$ cat src/hdl/dmcp_map.svh
`ifndef DMCP_MAP_SVH
`define DMCP_MAP_SVH

// Register map
`define DMCP_MODE_CTRL_ADDR 8'h01
`define DMCP_MODE_CTRL_RST 8'h01
`define DMCP_BIT_CAL 7
`define DMCP_BIT_MUTE 6
`define DMCP_SEL_HI 5
`define DMCP_SEL_LO 1
`define DMCP_BIT_PDN 0

// Mode select field layout
`define DMCP_SEL_CLK_HI 1
`define DMCP_SEL_CLK_LO 0
`define DMCP_SEL_DEEMPH 2
`define DMCP_SEL_FMT_HI 4
`define DMCP_SEL_FMT_LO 3

// Control port framing; chip address value is arbitrary
`define DMCP_CHIP_ADDR 7'h10
`define DMCP_BYTE_LAST 3'h7
`define DMCP_IDX_ADDR 2'h0
`define DMCP_IDX_MAP 2'h1
`define DMCP_IDX_DATA 2'h2

// Mute ramp lengths in left/right clock periods
`define DMCP_RAMP_LEN_M0 1152
`define DMCP_RAMP_LEN_M1 2304
`define DMCP_RAMP_LEN_M2 4608

// Calibration duration in clock cycles
`define DMCP_CAL_CYCLES 12'h400

// Master clock to left/right clock ratios per clock mode
`define DMCP_RATIO_A0 12'h100
`define DMCP_RATIO_A1 12'h180
`define DMCP_RATIO_A2 12'h200
`define DMCP_RATIO_A3 12'h300
`define DMCP_RATIO_B0 12'h080
`define DMCP_RATIO_B1 12'h0c0
`define DMCP_RATIO_B2 12'h100
`define DMCP_RATIO_B3 12'h180
`define DMCP_RATIO_C0 12'h040
`define DMCP_RATIO_C1 12'h060
`define DMCP_RATIO_C2 12'h080
`define DMCP_RATIO_C3 12'h0c0

// De-emphasis rate classification in clock cycles per sample
`define DMCP_CLK_HZ 20000000
`define DMCP_FS_EDGE_32_44 38050
`define DMCP_FS_EDGE_44_48 46050
`define DMCP_PER_32_44 (`DMCP_CLK_HZ / `DMCP_FS_EDGE_32_44)
`define DMCP_PER_44_48 (`DMCP_CLK_HZ / `DMCP_FS_EDGE_44_48)
`define DMCP_CNT_MAX 12'hfff

`endif

$ cat src/hdl/dmcp_pkg.sv
package dmcp_pkg;
  typedef enum logic [1:0] {
    DMCP_RAMP_IDLE = 2'b00,
    DMCP_RAMP_DOWN = 2'b01,
    DMCP_RAMP_MUTED = 2'b10,
    DMCP_RAMP_UP = 2'b11
  } dmcp_ramp_e;
  typedef enum logic [1:0] {
    DMCP_FS_32K = 2'b00,
    DMCP_FS_44K1 = 2'b01,
    DMCP_FS_48K = 2'b10
  } dmcp_fs_e;
  typedef logic [12:0] dmcp_pos_t;
endpackage : dmcp_pkg

$ cat src/hdl/dmcp_ramp_if.sv
`timescale 1ns/1ps
interface dmcp_ramp_if;
  logic mute_req;
  logic [1:0] clk_mode;
  logic lr_tick;
  logic fully_muted;
  logic busy;
  dmcp_pkg::dmcp_pos_t pos;
  modport ctl (output mute_req, output clk_mode, output lr_tick,
    input fully_muted, input busy, input pos);
  modport ramp (input mute_req, input clk_mode, input lr_tick,
    output fully_muted, output busy, output pos);
endinterface : dmcp_ramp_if

$ cat src/hdl/dmcp_ramp.sv
`timescale 1ns/1ps
`include "dmcp_map.svh"
module dmcp_ramp #(
  parameter dmcp_pkg::dmcp_pos_t LEN_M0 = 13'(`DMCP_RAMP_LEN_M0),
  parameter dmcp_pkg::dmcp_pos_t LEN_M1 = 13'(`DMCP_RAMP_LEN_M1),
  parameter dmcp_pkg::dmcp_pos_t LEN_M2 = 13'(`DMCP_RAMP_LEN_M2)
) (
  input wire logic clk,
  input wire logic rst,
  dmcp_ramp_if.ramp rif
);
  dmcp_pkg::dmcp_ramp_e state_ff;
  dmcp_pkg::dmcp_ramp_e nxt_state;
  dmcp_pkg::dmcp_pos_t pos_ff;
  dmcp_pkg::dmcp_pos_t nxt_pos;
  dmcp_pkg::dmcp_pos_t len;

  // Ramp length per clock mode
  always_comb begin
    case (rif.clk_mode)
      2'h0: len = LEN_M0;
      2'h1: len = LEN_M1;
      default: len = LEN_M2;
    endcase
  end

  always_comb begin
    nxt_state = state_ff;
    nxt_pos = pos_ff;
    case (state_ff)
      dmcp_pkg::DMCP_RAMP_IDLE: begin
        nxt_pos = '0;
        if (rif.mute_req) begin
          nxt_state = dmcp_pkg::DMCP_RAMP_DOWN;
        end
      end
      dmcp_pkg::DMCP_RAMP_DOWN: begin
        if (!rif.mute_req) begin
          nxt_state = dmcp_pkg::DMCP_RAMP_UP;
        end else if (rif.lr_tick) begin
          nxt_pos = pos_ff + 13'h1;
          if (pos_ff + 13'h1 >= len) begin
            nxt_pos = len;
            nxt_state = dmcp_pkg::DMCP_RAMP_MUTED;
          end
        end
      end
      dmcp_pkg::DMCP_RAMP_MUTED: begin
        if (!rif.mute_req) begin
          nxt_state = dmcp_pkg::DMCP_RAMP_UP;
        end
      end
      dmcp_pkg::DMCP_RAMP_UP: begin
        if (rif.mute_req) begin
          nxt_state = dmcp_pkg::DMCP_RAMP_DOWN;
        end else if (rif.lr_tick) begin
          if (pos_ff <= 13'h1) begin
            nxt_pos = '0;
            nxt_state = dmcp_pkg::DMCP_RAMP_IDLE;
          end else begin
            nxt_pos = pos_ff - 13'h1;
          end
        end
      end
      default: begin
        nxt_state = dmcp_pkg::DMCP_RAMP_IDLE;
        nxt_pos = '0;
      end
    endcase
  end

  always_ff @(posedge clk) begin
    if (rst) begin
      state_ff <= dmcp_pkg::DMCP_RAMP_IDLE;
      pos_ff <= '0;
    end else begin
      state_ff <= nxt_state;
      pos_ff <= nxt_pos;
    end
  end

  assign rif.fully_muted = (state_ff == dmcp_pkg::DMCP_RAMP_MUTED);
  assign rif.busy = (state_ff == dmcp_pkg::DMCP_RAMP_DOWN) ||
    (state_ff == dmcp_pkg::DMCP_RAMP_UP);
  assign rif.pos = pos_ff;
endmodule : dmcp_ramp

$ cat src/hdl/dmcp_top.sv
`timescale 1ns/1ps
`include "dmcp_map.svh"
module dmcp_top #(
  parameter dmcp_pkg::dmcp_pos_t RAMP_LEN_M2 = 13'(`DMCP_RAMP_LEN_M2)
) (
  input wire logic clk,
  input wire logic rst,
  input wire logic chip_select_n,
  input wire logic control_serial_clock,
  input wire logic control_data_in,
  output logic control_data_out,
  output logic control_data_out_oe,
  input wire logic left_right_clock,
  output logic mute_indicator_out,
  output logic power_down_out,
  output logic calibration_active_out,
  output logic deemph_enable_out,
  output logic [1:0] deemph_rate_out,
  output logic [1:0] audio_format_out,
  output logic [1:0] clock_mode_out,
  output logic mute_ramp_busy_out,
  output logic [12:0] mute_ramp_pos_out
);
  // Pin synchronisers
  logic cs_n_s1_ff;
  logic cs_n_s2_ff;
  logic sclk_s1_ff;
  logic sclk_s2_ff;
  logic din_s1_ff;
  logic din_s2_ff;
  logic left_right_clock_s1_ff;
  logic left_right_clock_s2_ff;
  logic sclk_prev_ff;
  logic left_right_clock_prev_ff;

  always_ff @(posedge clk) begin
    if (rst) begin
      cs_n_s1_ff <= 1'b1;
      cs_n_s2_ff <= 1'b1;
      sclk_s1_ff <= 1'b0;
      sclk_s2_ff <= 1'b0;
      din_s1_ff <= 1'b0;
      din_s2_ff <= 1'b0;
      left_right_clock_s1_ff <= 1'b0;
      left_right_clock_s2_ff <= 1'b0;
      sclk_prev_ff <= 1'b0;
      left_right_clock_prev_ff <= 1'b0;
    end else begin
      cs_n_s1_ff <= chip_select_n;
      cs_n_s2_ff <= cs_n_s1_ff;
      sclk_s1_ff <= control_serial_clock;
      sclk_s2_ff <= sclk_s1_ff;
      din_s1_ff <= control_data_in;
      din_s2_ff <= din_s1_ff;
      left_right_clock_s1_ff <= left_right_clock;
      left_right_clock_s2_ff <= left_right_clock_s1_ff;
      sclk_prev_ff <= sclk_s2_ff;
      left_right_clock_prev_ff <= left_right_clock_s2_ff;
    end
  end

  logic sel_active;
  logic sclk_rise;
  logic sclk_fall;
  logic lr_tick;
  assign sel_active = !cs_n_s2_ff;
  assign sclk_rise = sel_active && sclk_s2_ff && !sclk_prev_ff;
  assign sclk_fall = sel_active && !sclk_s2_ff && sclk_prev_ff;
  assign lr_tick = left_right_clock_s2_ff && !left_right_clock_prev_ff;

  // Control port framing
  logic [2:0] bit_cnt_ff;
  logic [1:0] byte_idx_ff;
  logic [7:0] shift_in_ff;
  logic [7:0] shift_out_ff;
  logic [7:0] map_ff;
  logic rw_ff;
  logic addr_ok_ff;
  logic control_data_out_ff;
  logic [7:0] rx_byte;
  logic byte_done;
  logic [7:0] ctrl_reg_ff;
  logic [7:0] rd_data;

  assign rx_byte = {shift_in_ff[6:0], din_s2_ff};
  assign byte_done = sclk_rise && (bit_cnt_ff == `DMCP_BYTE_LAST);
  assign rd_data = (map_ff == `DMCP_MODE_CTRL_ADDR) ? ctrl_reg_ff : 8'h00;

  always_ff @(posedge clk) begin
    if (rst || !sel_active) begin
      bit_cnt_ff <= 3'h0;
      byte_idx_ff <= `DMCP_IDX_ADDR;
      shift_in_ff <= 8'h00;
      rw_ff <= 1'b0;
      addr_ok_ff <= 1'b0;
    end else if (sclk_rise) begin
      shift_in_ff <= rx_byte;
      bit_cnt_ff <= bit_cnt_ff + 3'h1;
      if (byte_done) begin
        if (byte_idx_ff != `DMCP_IDX_DATA) begin
          byte_idx_ff <= byte_idx_ff + 2'h1;
        end
        if (byte_idx_ff == `DMCP_IDX_ADDR) begin
          addr_ok_ff <= (rx_byte[7:1] == `DMCP_CHIP_ADDR);
          rw_ff <= rx_byte[0];
        end
      end
    end
  end

  always_ff @(posedge clk) begin
    if (rst) begin
      map_ff <= 8'h00;
    end else if (byte_done && addr_ok_ff && !rw_ff && byte_idx_ff == `DMCP_IDX_MAP) begin
      map_ff <= rx_byte;
    end
  end

  // Read data shifts out MSB first after falling edges
  logic load_rd;
  assign load_rd = byte_done && byte_idx_ff == `DMCP_IDX_ADDR &&
    rx_byte[0] && (rx_byte[7:1] == `DMCP_CHIP_ADDR);

  always_ff @(posedge clk) begin
    if (rst || !sel_active) begin
      shift_out_ff <= 8'h00;
      control_data_out_ff <= 1'b0;
    end else if (load_rd) begin
      shift_out_ff <= rd_data;
    end else if (sclk_fall && addr_ok_ff && rw_ff && byte_idx_ff != `DMCP_IDX_ADDR) begin
      control_data_out_ff <= shift_out_ff[7];
      shift_out_ff <= {shift_out_ff[6:0], shift_out_ff[7]};
    end
  end

  assign control_data_out = control_data_out_ff;
  assign control_data_out_oe = sel_active && addr_ok_ff && rw_ff &&
    (byte_idx_ff != `DMCP_IDX_ADDR);

  // Mode control register
  logic reg_wr;
  logic cal_done;
  assign reg_wr = byte_done && addr_ok_ff && !rw_ff &&
    byte_idx_ff == `DMCP_IDX_DATA && map_ff == `DMCP_MODE_CTRL_ADDR;

  always_ff @(posedge clk) begin
    if (rst) begin
      ctrl_reg_ff <= `DMCP_MODE_CTRL_RST;
    end else if (reg_wr) begin
      ctrl_reg_ff <= rx_byte;
    end else if (cal_done) begin
      ctrl_reg_ff[`DMCP_BIT_CAL] <= 1'b0;
    end
  end

  // Offset calibration sequencer
  logic [11:0] cal_cnt_ff;
  logic cal_run_ff;
  assign cal_done = cal_run_ff && (cal_cnt_ff == `DMCP_CAL_CYCLES);

  always_ff @(posedge clk) begin
    if (rst) begin
      cal_run_ff <= 1'b0;
      cal_cnt_ff <= 12'h000;
    end else if (reg_wr && rx_byte[`DMCP_BIT_CAL]) begin
      cal_run_ff <= 1'b1;
      cal_cnt_ff <= 12'h000;
    end else if (cal_done) begin
      cal_run_ff <= 1'b0;
      cal_cnt_ff <= 12'h000;
    end else if (cal_run_ff) begin
      cal_cnt_ff <= cal_cnt_ff + 12'h001;
    end
  end

  // Mode select decode
  logic [4:0] mode_sel;
  logic [1:0] clk_mode;
  assign mode_sel = ctrl_reg_ff[`DMCP_SEL_HI:`DMCP_SEL_LO];
  assign clk_mode = mode_sel[`DMCP_SEL_CLK_HI:`DMCP_SEL_CLK_LO];

  always_ff @(posedge clk) begin
    if (rst) begin
      clock_mode_out <= 2'h0;
      audio_format_out <= 2'h0;
      deemph_enable_out <= 1'b0;
      power_down_out <= 1'b1;
      calibration_active_out <= 1'b0;
    end else begin
      clock_mode_out <= clk_mode;
      audio_format_out <= mode_sel[`DMCP_SEL_FMT_HI:`DMCP_SEL_FMT_LO];
      deemph_enable_out <= mode_sel[`DMCP_SEL_DEEMPH] && (clk_mode == 2'h0);
      power_down_out <= ctrl_reg_ff[`DMCP_BIT_PDN];
      calibration_active_out <= cal_run_ff;
    end
  end

  // Left/right period measurement
  logic [11:0] per_cnt_ff;
  logic ratio_bad_ff;
  logic ratio_ok;
  always_comb begin
    case (clk_mode)
      2'h0: ratio_ok = per_cnt_ff == `DMCP_RATIO_A0 || per_cnt_ff == `DMCP_RATIO_A1 ||
        per_cnt_ff == `DMCP_RATIO_A2 || per_cnt_ff == `DMCP_RATIO_A3;
      2'h1: ratio_ok = per_cnt_ff == `DMCP_RATIO_B0 || per_cnt_ff == `DMCP_RATIO_B1 ||
        per_cnt_ff == `DMCP_RATIO_B2 || per_cnt_ff == `DMCP_RATIO_B3;
      2'h2: ratio_ok = per_cnt_ff == `DMCP_RATIO_C0 || per_cnt_ff == `DMCP_RATIO_C1 ||
        per_cnt_ff == `DMCP_RATIO_C2 || per_cnt_ff == `DMCP_RATIO_C3;
      default: ratio_ok = 1'b0;
    endcase
  end

  always_ff @(posedge clk) begin
    if (rst) begin
      per_cnt_ff <= 12'h001;
      ratio_bad_ff <= 1'b1;
      deemph_rate_out <= dmcp_pkg::DMCP_FS_44K1;
    end else if (lr_tick) begin
      per_cnt_ff <= 12'h001;
      ratio_bad_ff <= !ratio_ok;
      if (per_cnt_ff >= 12'(`DMCP_PER_32_44)) begin
        deemph_rate_out <= dmcp_pkg::DMCP_FS_32K;
      end else if (per_cnt_ff >= 12'(`DMCP_PER_44_48)) begin
        deemph_rate_out <= dmcp_pkg::DMCP_FS_44K1;
      end else begin
        deemph_rate_out <= dmcp_pkg::DMCP_FS_48K;
      end
    end else if (per_cnt_ff != `DMCP_CNT_MAX) begin
      per_cnt_ff <= per_cnt_ff + 12'h001;
    end else begin
      ratio_bad_ff <= 1'b1;
    end
  end

  // Soft mute ramp
  dmcp_ramp_if rif ();
  assign rif.mute_req = ctrl_reg_ff[`DMCP_BIT_MUTE];
  assign rif.clk_mode = clk_mode;
  assign rif.lr_tick = lr_tick;

  dmcp_ramp #(
    .LEN_M0(13'(`DMCP_RAMP_LEN_M0)),
    .LEN_M1(13'(`DMCP_RAMP_LEN_M1)),
    .LEN_M2(RAMP_LEN_M2)
  ) u_ramp (
    .clk(clk),
    .rst(rst),
    .rif(rif.ramp)
  );

  always_ff @(posedge clk) begin
    if (rst) begin
      mute_indicator_out <= 1'b0;
      mute_ramp_busy_out <= 1'b0;
      mute_ramp_pos_out <= 13'h0000;
    end else begin
      mute_indicator_out <= !(rif.fully_muted || ctrl_reg_ff[`DMCP_BIT_PDN] ||
        ratio_bad_ff);
      mute_ramp_busy_out <= rif.busy;
      mute_ramp_pos_out <= rif.pos;
    end
  end
endmodule : dmcp_top

$ cat config.mk
export PLATFORM = sky130hd
export DESIGN_NAME = dmcp_top
export DESIGN_NICKNAME = d
export VERILOG_FILES = /design/src/hdl/dmcp_pkg.sv /design/src/hdl/dmcp_ramp_if.sv /design/src/hdl/dmcp_ramp.sv /design/src/hdl/dmcp_top.sv
export VERILOG_INCLUDE_DIRS = /design/src /design/src/hdl
export SDC_FILE = /design/constraint.sdc
export NUM_CORES = 1
export LEC_CHECK = 0
export CAP_MARGIN = 20
export CORE_ASPECT_RATIO = 0.5
export CORE_MARGIN = 2
export CORE_UTILIZATION = 63
export DETAILED_ROUTE_END_ITERATION = 10
export DONT_BUFFER_PORTS = 1
export PLACE_DENSITY = 0.79
export REMOVE_ABC_BUFFERS = 1
export SLEW_MARGIN = 20
export SYNTH_ARGS = -nofsm -noshare
export SYNTH_HDL_FRONTEND = slang
export SYNTH_SLANG_ARGS = --single-unit
$ cat constraint.sdc
create_clock -name clk -period 4.12 [get_ports clk]
set_input_delay 0.824 -clock clk [delete_from_list [all_inputs] [get_ports clk]]
set_output_delay 0.824 -clock clk [all_outputs]
set_load 0.02 [all_outputs]
==> results.md, run 1 <==
| Metric | This run | Unit |
|:---|:---|:---|
| Crit Path Max Fanout | 14 | - |
| Dominant register cell in the synthesized netlist | sky130_fd_sc_hd__dfxtp_1 | - |
| Die Span X | 136.1 | microns |
| Cell chosen for the clock root | sky130_fd_sc_hd__clkbuf_16 | - |
| Count of endpoints failing setup in the final report | 0 | - |
| Largest net degree at the start of global routing | 56 | - |
| Via count of the first global-routing pass | 4159 | - |
| Sequential Power Share | 0.403 | - |
| Per-cell routed wire length | 15.94 | microns |
| CP Class | reg -> reg | - |
| Design internal power | 0.002224 | W |
| Path category of the worst min-delay check | reg -> reg | - |
| CTS Hold Bufs | 0 | - |
| Fraction of synthesis flops using an asynchronous set or reset pin | 0 | - |
| Via count | 4472 | - |
| Footprint of the multi-input gates | 0.002967 | sq mm |
| HPWL after detailed placement | 7559 | microns |
| Weighted congestion at the end of routability-driven global placement | 0.9619 | - |
| Sw power | 0.0005889 | W |
| Pins Over Slew Limit | 0 | - |
| CP Buf/Inv Count | 1 | - |
| Ant. Diodes | 0 | - |
| TritonCTS clock tree | yes | - |
| Clock-pin slew of the registers on the worst-case setup and hold paths | 50 | ps |
| Floorplan Core Area | 0.008588 | sq mm |
| Cell types occupying the most area after synthesis | sky130_fd_sc_hd__dfxtp_1, sky130_fd_sc_hd__ha_1, sky130_fd_sc_hd__nor2_1, sky130_fd_sc_hd__mux2i_1, sky130_fd_sc_hd__nand2_1 | - |
| Worst IR drop on VDD | 0.3348 | mV |
| Status | finished, final reports clean | - |
| Number of violations reported at the end of detailed-routing iteration 0 | 350 | - |
| Most common cell in the netlist | sky130_fd_sc_hd__dfxtp_1 | - |
| Post-CTS Setup Repair Bufs | 0 | - |
| Number of buffers created by CTS | 17 | - |
| Areal power density over the cells | 459.9 | mW/mm^2 |
| PortBufs | 0 | - |
| Number of H-tree levels | 4 | - |
| Worst Tran Pin Value | 1081 | ps |
| Total number of nets in the final design | 640 | - |
| Synth Register Bits | 114 | - |
| Cell Area, Synth | 0.005498 | sq mm |
| Cell count after synthesis | 631 | - |
| Largest clock skew in the final design | 6.013 | ps |
| Static power due to leakage | 2.169 | nW |
| Share of total power in combinational logic | 0.040 | - |
| Remaining antenna violation count | 0 | - |
| Number of antenna violations at the first check in global routing | 0 | - |
| Post-route DRC violation count | 0 | - |
| First-pass GRT wire length | 20040 | microns |
| Clock latency of the later-clocked register in the worst-skew pair | 420 | ps |
| Post-synthesis to final-layout area growth | 11.27 | % |
| Library cell occupying the most area in the post-synthesis netlist | sky130_fd_sc_hd__dfxtp_1 | - |
| Cell Chain, Critical Path | and4_1 > nand3_1 > nor2_1 > xnor2_1 > inv_1 > ha_1 > nand4_1 > a211oi_1 > o2111ai_1 > o211ai_1 > o221ai_1 | - |
| Final Hold Violating Endpoints | 0 | - |
| Portion of the post-synthesis area used by sequential elements | 0.4151 | - |
| Post-layout minimum cycle time | 3303 | ps |
| Setup crit end kind | register | - |
| Setup repair after global routing missed its margin | false | - |
| Max cap viols | 0 | - |
| Proportion of layout cells with a drive suffix above 1 | 0.07407 | - |
| Synth Area per Inst | 8.713 | sq um |
| Combined flip-flop and latch cell area | 0.002282 | sq mm |
| Worst EP arrival | 3580 | ps |
| Number of enable-type register cells in the synthesized netlist | 0 | - |
| Switching share of total power | 0.2093 | - |
| Clock Sinks | 114 | - |
| Final total negative setup slack | 0 | ps |
| Required @ worst endpoint | 4400 | ps |
| Max stage delay on crit path | 610 | ps |
| Row cnt | 24 | - |
| Period Utilization, post-route | 0.8017 | - |
| Clock Path Buffers | 2 | - |
| Count of synthesis-stage warnings from yosys | 0 | - |
| Dominant delay contributor by cell family on the critical path | compound AO/OA/AOI/OAI gates | - |
| CP max-delay cell | sky130_fd_sc_hd__dfxtp_1 | - |
| Via density | 6.060 | - |
| Vertical die dimension | 70.06 | microns |
| Setup crit start kind | register | - |
| Commonest cells post-synth | sky130_fd_sc_hd__dfxtp_1, sky130_fd_sc_hd__nor2_1, sky130_fd_sc_hd__nand2_1 | - |
| Total chip power | 0.002813 | W |
| Post-synth top area share | 0.4151 | - |
| Fmax | 302.8 | MHz |
| Number of iterations in the first detailed-routing pass | 5 | - |
| Slew margin rel. | 0.2695 | - |
| Post-synth cell types | 61 | - |
| Congestion Overflow GR | 0 | - |
| Part of the total power dissipated in the clock network | 0.557 | - |
| Total global routing track utilization | 0.2672 | - |
| Number of gates resized after cts | 0 | - |
| IO Count | 32 | - |
| Starting utilization of the core area | 0.6402 | - |
| Number of fillers in the final layout | 661 | - |
| Final WL | 11770 | microns |
| Area of the die | 0.009535 | sq mm |
[layer usage]
| layer | GRT usage | part of all wire | vias up |
|---|---|---|---|
| li1 | - | - | 2192 |
| met1 | 0.3390 | 0.46 | 2097 |
| met2 | 0.4227 | 0.46 | 156 |
| met3 | 0.08206 | 0.056 | 27 |
| met4 | 0.1146 | 0.023 | 0 |
| met5 | 0 | 0 | - |
[power groups by stage]
stage	combinational (W)	clock, W	sequential [W]
6_report	0.000113	0.00157	0.00113
5_1_grt	0.000125	0.00165	0.00114
4_1_cts	0.000113	0.00158	0.00113
3_5_place_dp	0.000110	0	0.00116
3_3_place_gp	0.000106	0	0.00116
2_1_floorplan	0.0000906	0	0.00115
[worst reg2reg max path, delay by kind of cell (launching register included)]
family                   cells  cell delay [ps]
buffers and inverters        1               70
AO/OA/AOI/OAI                4             1250
flip-flops                   1              610
adder cells (fa/ha/maj)      1              330
XOR/XNOR                     1              150
AND/OR/NAND/NOR              4              760
[final timing paths]
kind                             startpoint                               to  slack [ps]  depth (start not counted)
min reg2reg           cs_n_s1_ff$_SDFF_PP1_            cs_n_s2_ff$_SDFF_PP1_         400                          1
max reg2reg  u_ramp.rif.pos[2]$_SDFFE_PP0P_  u_ramp.rif.pos[10]$_SDFFE_PP0P_         820                         11
min                   cs_n_s1_ff$_SDFF_PP1_            cs_n_s2_ff$_SDFF_PP1_         400                          1
max          u_ramp.rif.pos[2]$_SDFFE_PP0P_  u_ramp.rif.pos[10]$_SDFFE_PP0P_         820                         11
[flip-flops by register name (all words and copies together), names as in the netlist, 7 cells and up]
signal / cells
u_ramp.rif.pos: 13
shift_in_ff: 7
cal_cnt_ff: 12
ctrl_reg_ff: 8
mute_ramp_pos_out: 13
per_cnt_ff: 12
shift_out_ff: 8
map_ff: 8
[through the flow]
step / cell area, sq um / setup slack [ps] / utilization / hold WS, ps / cells
3_5_place_dp: 5485 / 975.8 / 0.6387 / 393.7 / 706
3_3_place_gp: 5485 / 1104 / 0.6387 / 392.9 / 706
6_report: 6117 / 817.1 / 0.7123 / 403.9 / 738
4_1_cts: 6117 / 918.5 / 0.7123 / 406.2 / 738
5_1_grt: 6117 / 583.6 / 0.7123 / 431.4 / 738
2_1_floorplan: 5311 / 1127 / - / 389.5 / 586
[final cells by class]
class,instances,area share
well taps,117,0.02393
repair buffers,3,0.003682
clock inverters,8,0.02454
inverters,18,0.01105
flip-flops and latches,114,0.3731
multi-input cells,454,0.4850
clock buffers,24,0.07875
[cells by family (layout without fill, tap and decap cells)]
kind of cell | count (synthesis) | after routing | share of synthesized area
adders and majority gates | 26 | 26 | 0.05917
and+or+nand+nor | 271 | 271 | 0.2592
AOI/OAI and AO/OA | 101 | 101 | 0.1245
DFF | 114 | 114 | 0.4151
buffers and inverters | 63 | 53 | 0.04620
muxes | 25 | 25 | 0.04643
xor gates and xnor gates | 31 | 31 | 0.04939
[placed cells by master, fill, tap and decap left out, types with 13 or more instances in the layout]
cell type	synthesis	final
sky130_fd_sc_hd__dfxtp_1	114	114
sky130_fd_sc_hd__nor2_1	68	68
sky130_fd_sc_hd__nand2_1	52	52
sky130_fd_sc_hd__a21oi_1	31	31
sky130_fd_sc_hd__nand3_1	28	28
sky130_fd_sc_hd__ha_1	26	26
sky130_fd_sc_hd__nor3_1	25	25
sky130_fd_sc_hd__mux2i_1	24	24
sky130_fd_sc_hd__nor2b_1	23	23
sky130_fd_sc_hd__inv_1	18	18
sky130_fd_sc_hd__xnor2_1	17	17
sky130_fd_sc_hd__clkbuf_16	0	17
sky130_fd_sc_hd__xor2_1	14	14
sky130_fd_sc_hd__nand4_1	13	13
Note: power is estimated with default switching activity, not from simulation.
==> run 2: changes to the inputs <==
- clock period: 4.12 -> 3.05 ns (I/O delays scaled with it)
==> run 2 against run 1 <==
Effect of this change:
- global-route usage increased by 1.8 points
- largest cell class unchanged
- register-to-register slack got worse by 570 ps
- utilization increased by 1.5 points
- sequential power increased by 35%
- hold slack got worse by 150 ps
- critical path depth increased by 1
==> results.md, run 2 (same netlist as run 1, synthesis figures left out) <==
| Metric | This run | Unit |
|:---|:---|:---|
| Max cap viols | 0 | - |
| Most frequent cells in the layout | sky130_fd_sc_hd__dfxtp_1, sky130_fd_sc_hd__nor2_1, sky130_fd_sc_hd__nand2_1 | - |
| Largest net degree at the start of global routing | 56 | - |
| Final WL | 12480 | microns |
| HPWL after detailed placement | 8214 | microns |
| Commonest non-fill, non-tap cell in the layout | sky130_fd_sc_hd__dfxtp_1 | - |
| Via count | 4554 | - |
| Clock Sinks | 114 | - |
| Global route hottest layer | met2 | - |
| Fmax | 356.4 | MHz |
| Proportion of layout cells with a drive suffix above 1 | 0.1039 | - |
| Slew margin rel. | 0.4406 | - |
| CP Class | reg -> reg | - |
| Period Utilization, post-route | 0.9200 | - |
| Worst Tran Pin Value | 836.1 | ps |
| Pins Over Slew Limit | 0 | - |
| Worst IR drop on VDD | 0.4265 | mV |
| Number of violations reported at the end of detailed-routing iteration 0 | 247 | - |
| Combined flip-flop and latch cell area | 0.002283 | sq mm |
| Met3 Usage GRT | 0.06245 | - |
| Static power due to leakage | 2.253 | nW |
| Path category of the worst min-delay check | in -> reg | - |
| Post-layout minimum cycle time | 2806 | ps |
| Total number of nets in the final design | 654 | - |
| First-pass GRT wire length | 21290 | microns |
| Number of antenna violations at the first check in global routing | 0 | - |
| Met2 track utilization from global routing | 0.4785 | - |
| Final Hold Violating Endpoints | 0 | - |
| Placed Instances | 720 | - |
| Row cnt | 24 | - |
| Number of buffers created by CTS | 17 | - |
| Post-CTS Setup Repair Bufs | 0 | - |
| Total chip power | 0.003880 | W |
| Post-synthesis to final-layout area growth | 13.65 | % |
| Number of iterations in the first detailed-routing pass | 5 | - |
| Footprint of the multi-input gates | 0.002969 | sq mm |
| IO Count | 32 | - |
| Floorplan Core Area | 0.008588 | sq mm |
| Clock Path Buffers | 2 | - |
| R2R Setup Slk | 240 | ps |
| Starting utilization of the core area | 0.6402 | - |
| Launching element of the worst setup path | u_ramp.rif.pos[1]$_SDFFE_PP0P_ | - |
| CTS Hold Bufs | 0 | - |
| TritonCTS clock tree | yes | - |
| Die Span X | 136.1 | microns |
| Startpoint of the most critical register-to-register path | u_ramp.rif.pos[1]$_SDFFE_PP0P_ | - |
| Area of the die | 0.009535 | sq mm |
| Met1 Track Usage GR | 0.3405 | - |
| Final total negative setup slack | 0 | ps |
| Worst EP arrival | 3090 | ps |
| Per-cell routed wire length | 16.59 | microns |
| Non-filler instance count after layout | 752 | - |
| Number of H-tree levels | 4 | - |
| Remaining antenna violation count | 0 | - |
| Number of gates resized after cts | 0 | - |
| Largest clock skew in the final design | 7.466 | ps |
| Setup repair after global routing missed its margin | false | - |
| Areal power density over the cells | 620.9 | mW/mm^2 |
| Ant. Diodes | 0 | - |
| Clock-pin slew of the registers on the worst-case setup and hold paths | 60 | ps |
| Required @ worst endpoint | 3330 | ps |
| Worst Min Path Start | rst | - |
| Crit Path Max Fanout | 9 | - |
| Congestion Overflow GR | 0 | - |
| Clock latency of the later-clocked register in the worst-skew pair | 420 | ps |
| PortBufs | 0 | - |
| Post-route DRC violation count | 0 | - |
| Count of endpoints failing setup in the final report | 0 | - |
| Status | finished, final reports clean | - |
| Via density | 6.056 | - |
| Cell chosen for the clock root | sky130_fd_sc_hd__clkbuf_16 | - |
| Setup crit start kind | register | - |
| Number of fillers in the final layout | 638 | - |
| Setup crit end kind | register | - |
| Via count of the first global-routing pass | 4446 | - |
| Vertical die dimension | 70.06 | microns |
| Weighted congestion at the end of routability-driven global placement | 0.9075 | - |
| Total global routing track utilization | 0.2850 | - |
==> run 2: changes by cell type in the layout (fill, tap and decap cells not counted), moves of 2 or more <==
cell,before,now
sky130_fd_sc_hd__clkinv_4,2,4
sky130_fd_sc_hd__clkbuf_1,4,0
sky130_fd_sc_hd__buf_4,3,17
sky130_fd_sc_hd__clkbuf_8,3,0
sky130_fd_sc_hd__inv_6,0,3
==> run 2: report_power, final <==
group	switching [W]	internal (W)
logic	0.0000911	0.0000632
registers	0.0000232	0.00151
clock network	0.000738	0.00146
total	0.000852	0.00303
==> run 2: area by class of cell <==
type	instances	area share
clock inverter	15	0.03664
tap	117	0.02343
inverter	18	0.01081
clock buffer	17	0.06808
multi-input combinational	454	0.4752
timing repair buffer	17	0.02042
sequential	114	0.3654
==> run 2: layer usage <==
layer | vias up | routed length [microns]
met1 | 2176 | 5420
met5 | - | 0
met4 | 0 | 300
met2 | 132 | 6160
met3 | 35 | 597
li1 | 2211 | -
==> run 2: worst paths after layout <==
kind,depth (start not counted),to
setup reg to reg,12,u_ramp.rif.pos[10]$_SDFFE_PP0P_
setup / recovery,12,u_ramp.rif.pos[10]$_SDFFE_PP0P_
hold reg to reg,1,cs_n_s2_ff$_SDFF_PP1_
hold / removal,1,mute_ramp_pos_out[12]$_SDFF_PP0_
==> run 2: worst max-delay path, stage by stage (launching register included) <==
cell and delay (ps):
sky130_fd_sc_hd__dfxtp_1 470, sky130_fd_sc_hd__ha_2 310, sky130_fd_sc_hd__nand3_1 100, sky130_fd_sc_hd__nor2_1 140, sky130_fd_sc_hd__xnor2_1 160, sky130_fd_sc_hd__inv_1 70, sky130_fd_sc_hd__ha_1 340, sky130_fd_sc_hd__nand4_1 100
sky130_fd_sc_hd__a211oi_1 280, sky130_fd_sc_hd__o2111ai_1 150, sky130_fd_sc_hd__buf_4 190, sky130_fd_sc_hd__o211ai_1 200, sky130_fd_sc_hd__o221ai_1 160
==> run 2: per-stage QoR <==
step / hold WS, ps / setup WS [ps] / area [sq um] / util
floorplan: 389.5 / 56.78 / 5311 / -
global placement: 392.5 / 319.5 / 5590 / 0.6509
detailed placement: 393.3 / 249.1 / 5590 / 0.6509
CTS: 247.2 / 212.7 / 6245 / 0.7271
global route: 246.1 / 21.02 / 6248 / 0.7276
finish: 257.0 / 244.0 / 6248 / 0.7276
